--- config.mk ---
export PLATFORM = sky130hd
export DESIGN_NAME = indirect_csr_access
export DESIGN_NICKNAME = d
export VERILOG_FILES = /design/src/csr_poll_pkg.sv /design/src/poll_cfg_if.sv /design/src/tx_poll_timer.sv /design/src/ref_tick_div.sv /design/src/indirect_csr_access.sv
export SDC_FILE = /design/constraint.sdc
export NUM_CORES = 1
export LEC_CHECK = 0
export BUFFER_PORTS_ARGS = -buffer_cell sky130_fd_sc_hd__buf_2
export CORE_ASPECT_RATIO = 1.2
export CORE_MARGIN = 1
export CORE_UTILIZATION = 47
export DETAILED_ROUTE_END_ITERATION = 6
export PLACE_DENSITY = 0.83
export SYNTH_ARGS = -nofsm -noshare
export SYNTH_HDL_FRONTEND = slang
export SYNTH_SLANG_ARGS = --single-unit
--- constraint.sdc ---
create_clock -name core_clk -period 3 [get_ports core_clk]
set_input_delay 0.6 -clock core_clk [delete_from_list [all_inputs] [get_ports core_clk]]
set_output_delay 0.6 -clock core_clk [all_outputs]
set_load 0.05 [all_outputs]
--- src/csr_poll_pkg.sv ---
package csr_poll_pkg;
    localparam logic [7:0] PTR_WIO_OFF = 8'h12;
    localparam logic [7:0] PTR_DOUBLE_WORD_IO_MODE_OFF = 8'h14;
    localparam logic [7:0] CSR_DATA_OFF = 8'h10;
    localparam logic [7:0] BCR_DATA_WIO_OFF = 8'h16;
    localparam logic [15:0] MMIO_POLL_OFF = 16'h0188;
    localparam logic [7:0] PTR_RESET = 8'h00;
    localparam logic [15:0] POLL_RESET = 16'h0000;
    localparam int POLL_GRAN_LSB = 4;
    localparam logic [11:0] POLL_TICK_MAX = 12'hFFF;
    localparam int CSR_POLL_IDX = 47;
    localparam int PTR_W = 8;
    localparam int POLL_W = 16;
endpackage : csr_poll_pkg

--- src/poll_cfg_if.sv ---
`timescale 1ns/1ns
interface poll_cfg_if;
    logic [15:0] interval;
    logic reload;
    logic demand;
    logic poll;
    modport ctrl
    (
        output interval,
        output reload,
        output demand,
        input poll
    );
    modport timer
    (
        input interval,
        input reload,
        input demand,
        output poll
    );
endinterface : poll_cfg_if

--- src/tx_poll_timer.sv ---
`timescale 1ns/1ns
module tx_poll_timer
(
    input wire logic core_clk,
    input wire logic reset,
    input wire logic ref_tick,
    poll_cfg_if.timer cfg
);
    logic [11:0] cnt_r;
    logic [11:0] cnt_nxt;
    logic poll_r;
    logic poll_nxt;

    // Counts up one per ref_tick (16 core periods) from the negated interval; bit 16 implied set
    always_comb
    begin
        cnt_nxt = cnt_r;
        poll_nxt = 1'b0;
        if (cfg.demand)
        begin
            poll_nxt = 1'b1;
            cnt_nxt = cfg.interval[15:4];
        end
        else if (cfg.reload)
        begin
            cnt_nxt = cfg.interval[15:4];
        end
        else if (ref_tick)
        begin
            if (cnt_r == csr_poll_pkg::POLL_TICK_MAX)
            begin
                poll_nxt = 1'b1;
                cnt_nxt = cfg.interval[15:4];
            end
            else
            begin
                cnt_nxt = cnt_r + 12'h001;
            end
        end
    end

    always_ff @(posedge core_clk)
    begin
        if (reset)
        begin
            cnt_r <= 12'h000;
            poll_r <= 1'b0;
        end
        else
        begin
            cnt_r <= cnt_nxt;
            poll_r <= poll_nxt;
        end
    end

    assign cfg.poll = poll_r;
endmodule : tx_poll_timer

--- src/ref_tick_div.sv ---
`timescale 1ns/1ns
module ref_tick_div
(
    input wire logic core_clk,
    input wire logic reset,
    output logic tick16
);
    logic [3:0] div_r;
    logic [3:0] div_nxt;
    logic tick_r;
    logic tick_nxt;

    // Sixteen core periods stand for one 16-period interval unit
    always_comb
    begin
        div_nxt = div_r + 4'h1;
        tick_nxt = (div_r == 4'hF);
    end

    always_ff @(posedge core_clk)
    begin
        if (reset)
        begin
            div_r <= 4'h0;
            tick_r <= 1'b0;
        end
        else
        begin
            div_r <= div_nxt;
            tick_r <= tick_nxt;
        end
    end

    assign tick16 = tick_r;
endmodule : ref_tick_div

--- src/indirect_csr_access.sv ---
// Overview of operation
// - Chip reset, pre-load and load failure clear the poll interval.
// - Interval holds the negated count of reference periods between polls.
// - Low four interval bits are ignored; sixteen-period granularity.
// - Implied seventeenth bit is one, so bit 15 is magnitude.
// - Stored zero means 65,536 periods between polls.
// - Init command restores the interval to zero.
// - Low eight pointer bits index the data port target.
// - One pointer serves both status and bus-configuration data ports.
// - Pointer sits at 12h in word mode, 14h in double-word mode.
// - Status data port sits at 10h in both modes.
// - Bus-configuration data port sits at 16h in word mode.
// - Pointer bits 15-8 read zero; bits 31-16 undefined, read zero here.
// - Undefined indexes read undefined; writes may alter control state.
// - Hardware or software reset clears pointer; stop leaves it.
// - Each status access goes to the register the pointer names then.
// - Status registers are reachable at any time, even running.
// - Transmit demand forces an immediate ring poll.
`timescale 1ns/1ns
module indirect_csr_access
(
    input wire logic core_clk,
    input wire logic reset,
    input wire logic soft_reset,
    input wire logic eeprom_busy,
    input wire logic eeprom_error,
    input wire logic init_cmd,
    input wire logic stop_cmd,
    input wire logic tx_demand_bit,
    input wire logic double_word_io_mode,
    input wire logic io_wr,
    input wire logic io_rd,
    input wire logic [7:0] io_addr,
    input wire logic [31:0] io_wdata,
    input wire logic mem_wr,
    input wire logic [15:0] mem_addr,
    input wire logic [15:0] mem_wdata,
    output logic [31:0] io_rdata,
    output logic [7:0] reg_index,
    output logic csr_wr,
    output logic csr_rd,
    output logic bcr_wr,
    output logic bcr_rd,
    output logic [15:0] tx_poll_interval,
    output logic tx_poll
);
    ////////////////////////////////////////////////////////////////////////
    function automatic logic is_ptr(input logic [7:0] a, input logic dw);
        is_ptr = dw ? (a == csr_poll_pkg::PTR_DOUBLE_WORD_IO_MODE_OFF) : (a == csr_poll_pkg::PTR_WIO_OFF);
    endfunction : is_ptr

    function automatic logic is_bcr(input logic [7:0] a, input logic dw);
        is_bcr = !dw && (a == csr_poll_pkg::BCR_DATA_WIO_OFF);
    endfunction : is_bcr

    ////////////////////////////////////////////////////////////////////////
    logic [7:0] ptr_r;
    logic [7:0] ptr_nxt;
    logic [15:0] poll_r;
    logic [15:0] poll_nxt;
    logic [31:0] rdata_r;
    logic [31:0] rdata_nxt;
    logic csr_wr_r;
    logic csr_wr_nxt;
    logic csr_rd_r;
    logic csr_rd_nxt;
    logic bcr_wr_r;
    logic bcr_wr_nxt;
    logic bcr_rd_r;
    logic bcr_rd_nxt;
    logic reload_r;
    logic reload_nxt;
    logic demand_r;
    logic demand_nxt;
    logic poll_out_r;
    logic poll_out_nxt;
    logic tick16;
    logic csr_hit;
    logic poll_csr_hit;
    logic ptr_hit;
    logic bcr_hit;
    logic mem_hit;
    logic clear_poll;

    poll_cfg_if cfg();

    ref_tick_div u_div
    (
        .core_clk(core_clk),
        .reset(reset),
        .tick16(tick16)
    );

    tx_poll_timer u_timer
    (
        .core_clk(core_clk),
        .reset(reset),
        .ref_tick(tick16),
        .cfg(cfg)
    );

    assign cfg.interval = poll_r;
    assign cfg.reload = reload_r;
    assign cfg.demand = demand_r;

    ////////////////////////////////////////////////////////////////////////
    // Status port decoded in both modes, never gated by run state
    assign csr_hit = (io_addr == csr_poll_pkg::CSR_DATA_OFF);
    assign ptr_hit = is_ptr(io_addr, double_word_io_mode);
    assign bcr_hit = is_bcr(io_addr, double_word_io_mode);
    assign poll_csr_hit = csr_hit && (ptr_r == 8'(csr_poll_pkg::CSR_POLL_IDX));
    assign mem_hit = mem_wr && (mem_addr == csr_poll_pkg::MMIO_POLL_OFF);
    // A load in progress or failed holds the interval at its default
    assign clear_poll = init_cmd || eeprom_busy || eeprom_error;

    ////////////////////////////////////////////////////////////////////////
    always_comb
    begin
        ptr_nxt = ptr_r;
        if (io_wr && ptr_hit)
        begin
            ptr_nxt = io_wdata[7:0];
        end
        // Stop keeps the index so software can carry on where it was
        if (stop_cmd)
        begin
            ptr_nxt = ptr_nxt;
        end
        if (soft_reset)
        begin
            ptr_nxt = csr_poll_pkg::PTR_RESET;
        end
    end

    always_ff @(posedge core_clk)
    begin
        if (reset)
        begin
            ptr_r <= csr_poll_pkg::PTR_RESET;
        end
        else
        begin
            ptr_r <= ptr_nxt;
        end
    end

    ////////////////////////////////////////////////////////////////////////
    always_comb
    begin
        poll_nxt = poll_r;
        reload_nxt = 1'b0;
        if (mem_hit)
        begin
            poll_nxt = mem_wdata;
            reload_nxt = 1'b1;
        end
        else if (io_wr && poll_csr_hit)
        begin
            poll_nxt = io_wdata[15:0];
            reload_nxt = 1'b1;
        end
        // Clear beats a same-cycle write, so software writes after init
        if (clear_poll)
        begin
            poll_nxt = csr_poll_pkg::POLL_RESET;
            reload_nxt = 1'b1;
        end
    end

    always_ff @(posedge core_clk)
    begin
        if (reset)
        begin
            poll_r <= csr_poll_pkg::POLL_RESET;
            reload_r <= 1'b0;
        end
        else
        begin
            poll_r <= poll_nxt;
            reload_r <= reload_nxt;
        end
    end

    ////////////////////////////////////////////////////////////////////////
    always_comb
    begin
        rdata_nxt = rdata_r;
        if (io_rd)
        begin
            // Unknown indexes read zero; outside logic supplies real contents
            rdata_nxt = 32'h0000_0000;
            if (ptr_hit)
            begin
                rdata_nxt = {24'h00_0000, ptr_r};
            end
            else if (poll_csr_hit)
            begin
                rdata_nxt = {16'h0000, poll_r};
            end
        end
    end

    always_ff @(posedge core_clk)
    begin
        if (reset)
        begin
            rdata_r <= 32'h0000_0000;
        end
        else
        begin
            rdata_r <= rdata_nxt;
        end
    end

    ////////////////////////////////////////////////////////////////////////
    always_comb
    begin
        csr_wr_nxt = io_wr && csr_hit;
        bcr_wr_nxt = io_wr && bcr_hit;
    end

    always_ff @(posedge core_clk)
    begin
        if (reset)
        begin
            csr_wr_r <= 1'b0;
            bcr_wr_r <= 1'b0;
        end
        else
        begin
            csr_wr_r <= csr_wr_nxt;
            bcr_wr_r <= bcr_wr_nxt;
        end
    end

    ////////////////////////////////////////////////////////////////////////
    always_comb
    begin
        csr_rd_nxt = io_rd && csr_hit;
        bcr_rd_nxt = io_rd && bcr_hit;
    end

    always_ff @(posedge core_clk)
    begin
        if (reset)
        begin
            csr_rd_r <= 1'b0;
            bcr_rd_r <= 1'b0;
        end
        else
        begin
            csr_rd_r <= csr_rd_nxt;
            bcr_rd_r <= bcr_rd_nxt;
        end
    end

    ////////////////////////////////////////////////////////////////////////
    always_comb
    begin
        demand_nxt = tx_demand_bit;
    end

    always_ff @(posedge core_clk)
    begin
        if (reset)
        begin
            demand_r <= 1'b0;
        end
        else
        begin
            demand_r <= demand_nxt;
        end
    end

    ////////////////////////////////////////////////////////////////////////
    // One more stage so tx_poll leaves straight from a flop
    always_comb
    begin
        poll_out_nxt = cfg.poll;
    end

    always_ff @(posedge core_clk)
    begin
        if (reset)
        begin
            poll_out_r <= 1'b0;
        end
        else
        begin
            poll_out_r <= poll_out_nxt;
        end
    end

    ////////////////////////////////////////////////////////////////////////
    assign io_rdata = rdata_r;
    assign reg_index = ptr_r;
    assign csr_wr = csr_wr_r;
    assign csr_rd = csr_rd_r;
    assign bcr_wr = bcr_wr_r;
    assign bcr_rd = bcr_rd_r;
    assign tx_poll_interval = poll_r;
    assign tx_poll = poll_out_r;
endmodule : indirect_csr_access

==> run_results.csv, run 1 <==
group,metric,value,unit
placed_design,gp_congestion,0.858,
layout,final_cells,555,
grt,grt_pass1_vias,2854,
sta,final-hold-violation-count,0,
clock_tree,cts_tree,"built",
placed_design,dp_slack,577,ps
yosys,synth_async_sr_flop_share,0,
sta,slew_violations,0,
sta,finalSetupViolCount,0,
layout,syn_to_final_growth,24.6,%
yosys,synth_compound_area_frac,0.197,
yosys,syn-mean-instance-area,8.77,um^2
power,ir_drop,0.262,mV
sta,period_minus_slack,2070,ps
sta,fin_crit_sh,0.691,
grt,antenna_found_initial,0,
layout,final_util,0.608,
sta,rsz0062_at_grt,"no",
floorplan,die_y,91.3,um
floorplan,start_util,0.487,
layout,diodes,0,
clock_tree,post_cts_resized,0,
placed_design,placedInstanceArea,3680,um^2
grt,grt_overflow,0,
yosys,synth_fa_ha_area_frac,0.00801,
yosys,synthXorXnorAreaFrac,0.00841,
yosys,ys_types,51,
hold_path,hold_class,"flop to flop",
sta,tightestPinTransition,756,ps
power,p_per_area,467,nW/um^2
placed_design,dp.cells,539,
route,antenna_left,0,
route,wl_per_cell,14.7,um
worst_setup_path,end_kind,"flop",
sta,setup_tns,0,ps
placed_design,post-dp-hpwl,5.89,mm
layout,final_layout_size_suffix_gt1_frac,0.336,
power,p_leak,1.68,nW
clock_tree,cts-htree-levels,3,
yosys,synth_edf_count,0,
worst_setup_path,required,3200,ps
route,drtIter0Drc,185,
floorplan,core,6410,um^2
power,design_power_total,1.82,mW
clock_tree,clkTransAtPathRegs,70,ps
clock_tree,postCtsSetupBuffers,0,
grt,grt_max_degree,40,
yosys,syn_inst,356,
route,firstDrtPassIters,4,
sta,worst_hold_slack,439,ps
worst_setup_path,crit_fanout,17,
layout,final_area,3890,um^2
clock_tree,clkSinkCount,65,
clock_tree,hold_buffers,0,
route,via_count,3009,
yosys,syn_area,3120,um^2
yosys,muxShareOfSynthArea,0.0545,
route,wirelength,8.13,mm
clock_tree,clock_latency,350,ps
sta,setup_ws,926,ps
route,vias_per_cell,5.42,
floorplan,ios,145,
floorplan,fp-row-count,32,
job,maxCapViolCount,0,
sta,fmax,482,MHz
run_status,outcome,"completed",
clock_tree,cts_buffers,9,
floorplan,fp.dieW,76.4,um
clock_tree,cts_root_buf,"clkbuf_8",
yosys,synth_seq_cells,65,
floorplan,dieArea,6980,um^2
yosys,synth_top_family_by_area,"simple AND/OR/NAND/NOR gates",
placed_design,io_buffers,111,
worst_setup_path,critPathLaunchType,"input pin",
sta,relSlewSlack,0.496,
sta,fin_worst_skew,8.70,ps
layout,layout.nets,551,
worst_setup_path,worstSetupPathType,"input pin to flop",
grt,grt.total_usage,0.239,
yosys,seq_area_frac_synth,0.417,
worst_setup_path,cp.arrival,2280,ps
clock_tree,clockBufferDepth,2,
yosys,yosys.area_share.simple,0.249,
yosys,yosysWarnings,0,
grt,grt_pass1_wl,13.1,mm
yosys,ys.flop_type,"dfxtp_1",
route,drcViolationCount,0,
==> report_power, final <==
group          leakage (nW)  switching (mW)  internal [mW]
Combinational          1.04           0.109         0.0505
Sequential            0.525         0.00712          0.871
Clock                 0.107           0.330          0.452
Total                  1.68           0.446           1.37
==> area by class of cell <==
type	count	area, um^2
clock inverter	2	35.0
inverter	1	3.75
timing repair buffer	116	593
multi-input combinational	272	1680
sequential	65	1300
clock buffer	14	173
fill	610	2510
tap	85	106
==> placed cells by master, fill, tap and decap left out, types with 5 or more instances in the layout <==
master      n
a21oi_1    29
conb_1     16
buf_4       5
mux2i_1    17
or3_1       6
nor2b_1    12
buf_2     111
nor4b_1     6
o21ai_0    30
dfxtp_1    65
a22oi_1    10
nand2b_1    5
nand3_1    15
clkbuf_8   12
nor2_2      8
or2_2       5
nand2_1    30
nor3_1      5
nor2_1     22
a21oi_2     8
==> routing by layer <==
metal	vias up	global-route usage	routed length, um
met4	0	0.138	158
met1	1402	0.280	3410
met5	-	0	0
li1	1482	-	-
met3	14	0.0382	425
met2	111	0.410	4140
==> critical path, stage by stage <==
cell	delay, ps
buf_2	90
or4b_4	580
nor4_4	420
nand2_4	260
mux2i_1	230
a21oi_1	80
==> cell families (layout without fill, tap and decap cells) <==
logic type                 count (synthesis)  in the layout
and+or+nand+nor                          137            137
AOI/OAI and AO/OA                         97             97
DFF                                       65             65
buffers and inverters                     34            133
muxes                                     17             17
xor gates and xnor gates                   3              3
adders and majority gates                  2              2
other                                      1             16
==> cells in the mapped netlist (2+ instances only) <==
cell type  number  area share
a22oi_1        10       0.024
a211oi_1        4      0.0096
clkbuf_1       12       0.014
or3_1           6       0.012
nand4_1         3      0.0060
buf_4          16       0.038
nand4b_1        3      0.0084
xnor2_1         2      0.0056
nand2b_1        5       0.010
or2_2           5       0.010
o31ai_1         3      0.0072
nor3_1          5      0.0080
a21oi_2         8       0.022
buf_1           2      0.0024
nand2_1        30       0.036
a21oi_1        29       0.046
nor2_1         22       0.026
nand3b_1        3      0.0072
nor2b_1        12       0.024
o21ai_1         2      0.0032
buf_6           2      0.0072
a311o_1         2      0.0064
nor2_2          8       0.016
nor4_1          3      0.0060
a31oi_1         2      0.0040
and4_1          2      0.0056
a22o_1          2      0.0056
nand3_1        15       0.024
dfxtp_1        65        0.42
o21ai_0        30       0.048
mux2i_1        17       0.054
nor4b_1         6       0.017
ha_1            2      0.0080
==> registers in the layout, indices dropped and copies added, names as in the netlist, 4 cells and up <==
register	flops
io_rdata	16
reg_index	8
tx_poll_interval	16
u_div.div_r	4
u_timer.cnt_r	12
==> final timing paths <==
kind | from | endpoint | slack [ps] | cells past startpoint
max reg2reg | u_timer.cnt_r[3] | u_timer.cnt_r[9] | 950 | 6
min | u_timer.cfg.poll | tx_poll | 440 | 1
max | io_addr[0] | tx_poll_interval[12] | 930 | 6
min reg2reg | u_timer.cfg.poll | tx_poll | 440 | 1
(Power assumes the default switching activity.)
==> run 2, diff against run 1 <==
Settings changed: ABC_AREA from default to 1, CORE_UTILIZATION 47 to 48.
Clock period 3 ns to 2.04 ns, I/O delays scaled along.
==> run 2 against run 1 <==
Net effect:
- die area rose by 7.6%
- power rose by 59%
- count of clock-buffer cells in the layout fell by 4
- first-iteration DRC count increased by 37%
- synthesized cell count up 41%
- global-route usage increased by 1.1 points
- largest power group unchanged
- combinational power rose by 130%
- worst hold slack worse by 150 ps
- via count is 20% higher
- design area is 7.6% higher
- flip-flop and latch count stayed put
==> run_results.csv, run 2 <==
group,metric,value,unit
power,combPwrFrac,0.127,
power,p_per_area,689,nW/um^2
yosys,synth.top_cell.area_share,0.379,
sta,rsz0062_at_grt,"no",
worst_setup_path,end_kind,"flop",
clock_tree,clkSinkCount,65,
power,p_sw,757,uW
worst_setup_path,rr_worst_depth,10,
yosys,syn_area,3440,um^2
grt,antenna_found_initial,0,
placed_design,dp_slack,275,ps
yosys,synth_common_cells,"nand2_1 (93), nor2_1 (73), dfxtp_1 (65)",
floorplan,ios,145,
worst_setup_path,cp.arrival,1900,ps
power,pwr-share-seq,0.460,
worst_setup_path,critPathLaunch,"u_timer.cnt_r[0]",
placed_design,dp.cells,688,
yosys,yosysWarnings,0,
layout,syn_to_final_growth,21.9,%
placed_design,placedInstanceArea,3970,um^2
worst_setup_path,worstSetupPathType,"flop to flop",
sta,fmax,603,MHz
layout,final_cells,703,
clock_tree,post_cts_resized,0,
layout,layout.nets,698,
floorplan,fp.dieW,79.2,um
floorplan,fp-row-count,33,
yosys,synth_most_common_cell,"nand2_1",
grt,grt_pass1_wl,14.7,mm
sta,slew_violations,0,
sta,final-hold-violation-count,0,
yosys,synth_edf_count,0,
yosys,ys_types,34,
route,wl_per_cell,12.7,um
clock_tree,cts-htree-levels,3,
placed_design,post-dp-hpwl,6.90,mm
placed_design,io_buffers,111,
route,vias_per_cell,5.14,
route,drtIter0Drc,253,
worst_setup_path,worst_r2r_startpoint,"u_timer.cnt_r[0]",
layout,nFillCells,637,
clock_tree,cts_buffers,9,
clock_tree,clock_latency,340,ps
layout,final_area,4190,um^2
route,firstDrtPassIters,5,
layout,mostFrequentLayoutCell,"buf_2",
floorplan,dieArea,7500,um^2
yosys,synth_async_sr_flop_share,0,
run_status,outcome,"completed",
clock_tree,cts_tree,"built",
hold_path,hold_class,"input pin to flop",
yosys,seq_area_frac_synth,0.379,
layout,final_cell_mix,"buf_2 (111), nand2_1 (93), nor2_1 (73), dfxtp_1 (65), inv_1 (52)",
clock_tree,hold_buffers,0,
floorplan,start_util,0.498,
worst_setup_path,r2r_end,"u_timer.cnt_r[5]",
yosys,syn_inst,501,
sta,fin_worst_skew,12.0,ps
clock_tree,postCtsSetupBuffers,0,
worst_setup_path,critPathLaunchType,"flop",
placed_design,gp_congestion,0.887,
power,p_sw_frac,0.262,
power,internal-power,2.13,mW
job,maxCapViolCount,0,
layout,diodes,0,
sta,fin_crit_sh,0.812,
clock_tree,clkTransAtPathRegs,70,ps
layout,final_util,0.608,
sta,setup_tns,0,ps
yosys,syn-mean-instance-area,6.86,um^2
grt,grt_pass1_vias,3366,
sta,setup_ws,383,ps
floorplan,die_y,94.7,um
grt,grt_overflow,0,
route,drcViolationCount,0,
yosys,synth_seq_cells,65,
power,ir_drop,0.403,mV
yosys,yosys.area.top_type,"dfxtp_1",
grt,grt_max_degree,25,
power,p_leak,2.07,nW
route,wirelength,8.95,mm
yosys,ys.flop_type,"dfxtp_1",
yosys,synth.area.top_cells,"dfxtp_1 (38%), nand2_1 (10%), nor2_1 (8.0%)",
sta,worst_hold_slack,290,ps
worst_setup_path,reg2reg_setup_slack,380,ps
route,antenna_left,0,
route,via_count,3611,
power,design_power_total,2.89,mW
worst_setup_path,crit_fanout,16,
worst_setup_path,required,2280,ps
clock_tree,cts_root_buf,"clkbuf_8",
power,pwr-share-clk,0.413,
sta,finalSetupViolCount,0,
grt,grt.total_usage,0.249,
clock_tree,clockBufferDepth,2,
floorplan,core,6900,um^2
sta,period_minus_slack,1660,ps
layout,final_layout_size_suffix_gt1_frac,0.256,
worst_setup_path,crit_end,"u_timer.cnt_r[5]",
-- run 2: cell families (layout without fill, tap and decap cells) --
group,count (synthesis),after routing,share of synthesized area
simple gates,255,255,0.347
other cells,1,16,0.00109
xor+xnor,2,2,0.00510
fa+ha+maj,2,2,0.00728
flops,65,65,0.379
buf+inv,94,194,0.139
compound gates,82,82,0.121
-- run 2: final cells by class --
class                           count  area [um^2]  share of cell area
Clock buffer                       10          138              0.0329
Clock inverter                      5         80.1              0.0191
Inverter                           58          218              0.0520
Multi-Input combinational cell    357         1710               0.409
Sequential cell                    65         1300               0.311
Tap cell                           87          109              0.0260
Timing Repair Buffer              121          631               0.151
-- run 2: power by group through the flow --
stage                     Clock, mW  Combinational (mW)  Sequential [mW]
after floorplan                   0               0.241             1.38
after global placement            0               0.356             1.35
after detailed placement          0               0.365             1.35
after CTS                      1.21               0.366             1.33
after global routing           1.27               0.408             1.33
final                          1.19               0.368             1.33
-- run 2: worst min-delay path by stage --
stage	startpoint	cells after the start	end	slack, ps
2_1_floorplan	u_timer.cfg.poll	2	tx_poll	390
3_3_place_gp	u_timer.cfg.poll	2	tx_poll	390
3_5_place_dp	u_timer.cfg.poll	2	tx_poll	410
4_1_cts	tx_demand_bit	3	cfg.demand	280
5_1_grt	tx_demand_bit	3	cfg.demand	300
6_report	tx_demand_bit	3	cfg.demand	290
-- run 2: critical path, cell delays in order (launching register included) --
cell and delay [ps]:
dfxtp_1 390, ha_1 190, nand2_1 130, nor2_4 180, nand3_4 130, nand2_4 190, inv_2 90, nand2_1 70
nand3_1 70, nand3_1 90, inv_1 40
-- run 2: layer usage --
layer	vias up	global-route usage	wire length [um]
li1	1811	-	-
met1	1631	0.293	3690
met2	152	0.446	4520
met3	17	0.0415	579
met4	0	0.102	165
met5	-	0	0
==> run 3, diff against run 2 <==
Clock period 2.04 ns to 1.6 ns, I/O delays scaled along.
==> run 3 against run 2 <==
Net effect:
- register-to-register slack lost 280 ps
- flip-flop and latch count is the same
- first-iteration DRC count shrank 17%
- sequential power grew 27%
- sequential share of layout area shrank 0.59 points
- die area is the same
- critical path type unchanged
- critical endpoint is now u_timer.cnt_r[2]
- largest cell class unchanged
- highest routed layer unchanged
==> run_results.csv, run 3 (synthesis results as in run 2) <==
group,metric,value,unit
run_status,outcome,"completed",
power,p_per_area,851,nW/um^2
hold_path,worstHoldEndpoint,"cfg.demand",
grt,grt_pass1_wl,15.1,mm
sta,slew_violations,0,
layout,nFillCells,627,
grt,grt_overflow,0,
sta,final-hold-violation-count,0,
sta,period_minus_slack,1500,ps
clock_tree,cts-htree-levels,3,
grt,grt_pass1_vias,3409,
worst_setup_path,critPathLaunchType,"flop",
layout,final_layout_size_suffix_gt1_frac,0.269,
floorplan,die_y,94.7,um
route,drtIter0Drc,210,
route,wirelength,9.36,mm
placed_design,placedInstanceArea,4050,um^2
sta,setup_tns,0,ps
placed_design,io_buffers,111,
grt,busiest_layer,"met2",
worst_setup_path,cp.arrival,1750,ps
sta,fin_worst_skew,10.5,ps
layout,final_util,0.620,
hold_path,hold_depth,3,
worst_setup_path,crit_path_max_incr_delay,320,ps
hold_path,hold_class,"input pin to flop",
power,pwr-share-seq,0.465,
worst_setup_path,reg2reg_setup_slack,100,ps
floorplan,dieArea,7500,um^2
clock_tree,clkSinkCount,65,
route,vias_per_cell,5.13,
clock_tree,cts_root_buf,"clkbuf_8",
sta,fmax,667,MHz
worst_setup_path,path_buf_inv,2,
power,pwr-share-clk,0.399,
route,via_count,3645,
power,internal-power,2.67,mW
clock_tree,clkTransAtPathRegs,70,ps
clock_tree,hold_buffers,0,
worst_setup_path,worstPathCellList,"ha_2 -> nand2_2 -> nor2_4 -> nand3_4 -> nand2_8 -> buf_12 -> a21oi_1 -> o21ai_0 -> nand2_1 -> inv_1",
route,drcViolationCount,0,
layout,final_cell_mix,"buf_2 (111), nand2_1 (92), nor2_1 (72), dfxtp_1 (64), inv_1 (52)",
grt,use_met2,0.460,
route,firstDrtPassIters,5,
sta,worst_hold_slack,191,ps
route,antenna_left,0,
worst_setup_path,crit_fanout,11,
floorplan,core,6900,um^2
layout,mostFrequentLayoutCell,"buf_2",
placed_design,dp.cells,695,
route,wl_per_cell,13.2,um
worst_setup_path,cp_top_family,"simple AND/OR/NAND/NOR gates",
clock_tree,postCtsSetupBuffers,0,
clock_tree,cts_tree,"built",
layout,final_area,4270,um^2
power,combPwrFrac,0.136,
clock_tree,clock_latency,340,ps
worst_setup_path,required,1850,ps
floorplan,fp.dieW,79.2,um
floorplan,ios,145,
grt,grt_max_degree,25,
grt,use_met3,0.0502,
grt,met1_usage,0.296,
worst_setup_path,end_kind,"flop",
worst_setup_path,r2r_end,"u_timer.cnt_r[2]",
hold_path,min_from,"tx_demand_bit",
power,p_sw_frac,0.266,
power,p_sw,968,uW
power,ir_drop,0.440,mV
grt,antenna_found_initial,0,
layout,final_cells,711,
grt,grt.total_usage,0.262,
worst_setup_path,rr_worst_depth,10,
job,maxCapViolCount,0,
clock_tree,clockBufferDepth,2,
sta,finalSetupViolCount,0,
sta,tightestPinTransition,533,ps
placed_design,gp_congestion,0.862,
clock_tree,cts_buffers,9,
layout,syn_to_final_growth,24.4,%
power,p_leak,2.11,nW
layout,diodes,0,
placed_design,post-dp-hpwl,7.06,mm
worst_setup_path,crit_path_top_delay_cell,"dfxtp_1",
floorplan,start_util,0.498,
sta,relSlewSlack,0.644,
layout,layout.nets,705,
floorplan,fp-row-count,33,
worst_setup_path,worst_r2r_startpoint,"u_timer.cnt_r[0]",
worst_setup_path,worstSetupPathType,"flop to flop",
sta,fin_crit_sh,0.937,
## run 3: repair_timing
item                                   CTS  global route
endpoints found under the hold margin    0             0
setup endpoints to repair                0             9
resized for setup                        0             5
## run 3: per-stage QoR
| stage | power [mW] | setup WS [ps] |
|---|---|---|
| global placement | 2.20 | 88.0 |
| global route | 3.78 | -16.5 |
| detailed placement | 2.21 | 50.7 |
| CTS | 3.64 | 41.6 |
| floorplan | 2.07 | 4.64 |
| finish | 3.64 | 100 |
## run 3: worst max-delay path by stage
stage                           endpoint        startpoint  slack [ps]  cells after the start
floorplan           tx_poll_interval[15]      reg_index[3]           5                      8
CTS                     u_timer.cnt_r[2]  u_timer.cnt_r[1]          40                     10
finish                  u_timer.cnt_r[2]  u_timer.cnt_r[0]         100                     10
detailed placement  tx_poll_interval[10]       mem_addr[5]          50                      7
global route            u_timer.cnt_r[2]  u_timer.cnt_r[0]         -20                     10
global placement        u_timer.cnt_r[8]  u_timer.cnt_r[1]          90                      8
## run 3: final cells by class
cell class,count,area (um^2),share of cell area
clock buffers,14,173,0.0404
clock inverters,2,35.0,0.00820
inverters,58,218,0.0509
multi-input cells,357,1730,0.405
flip-flops and latches,65,1300,0.305
well taps,87,109,0.0255
repair buffers,128,708,0.166
## run 3: power by group through the flow
stage / Combinational [mW] / Clock [mW] / Sequential [mW]
after floorplan: 0.307 / 0 / 1.76
after global placement: 0.471 / 0 / 1.72
after detailed placement: 0.481 / 0 / 1.73
after CTS: 0.486 / 1.47 / 1.69
after global routing: 0.544 / 1.54 / 1.70
final: 0.493 / 1.45 / 1.69
## run 3: layer usage
metal / part of all wire / wire length [um]
met3: 0.065 / 609
met5: 0 / 0
met2: 0.50 / 4720
met4: 0.018 / 173
met1: 0.41 / 3860
## run 3: worst reg2reg max path: cells and delay by family, from the launching register on
| family | cells | cell delay (ps) |
|---|---|---|
| fa+ha+maj | 1 | 190 |
| compound gates | 2 | 280 |
| simple gates | 5 | 410 |
| buf+inv | 2 | 180 |
| flops | 1 | 320 |
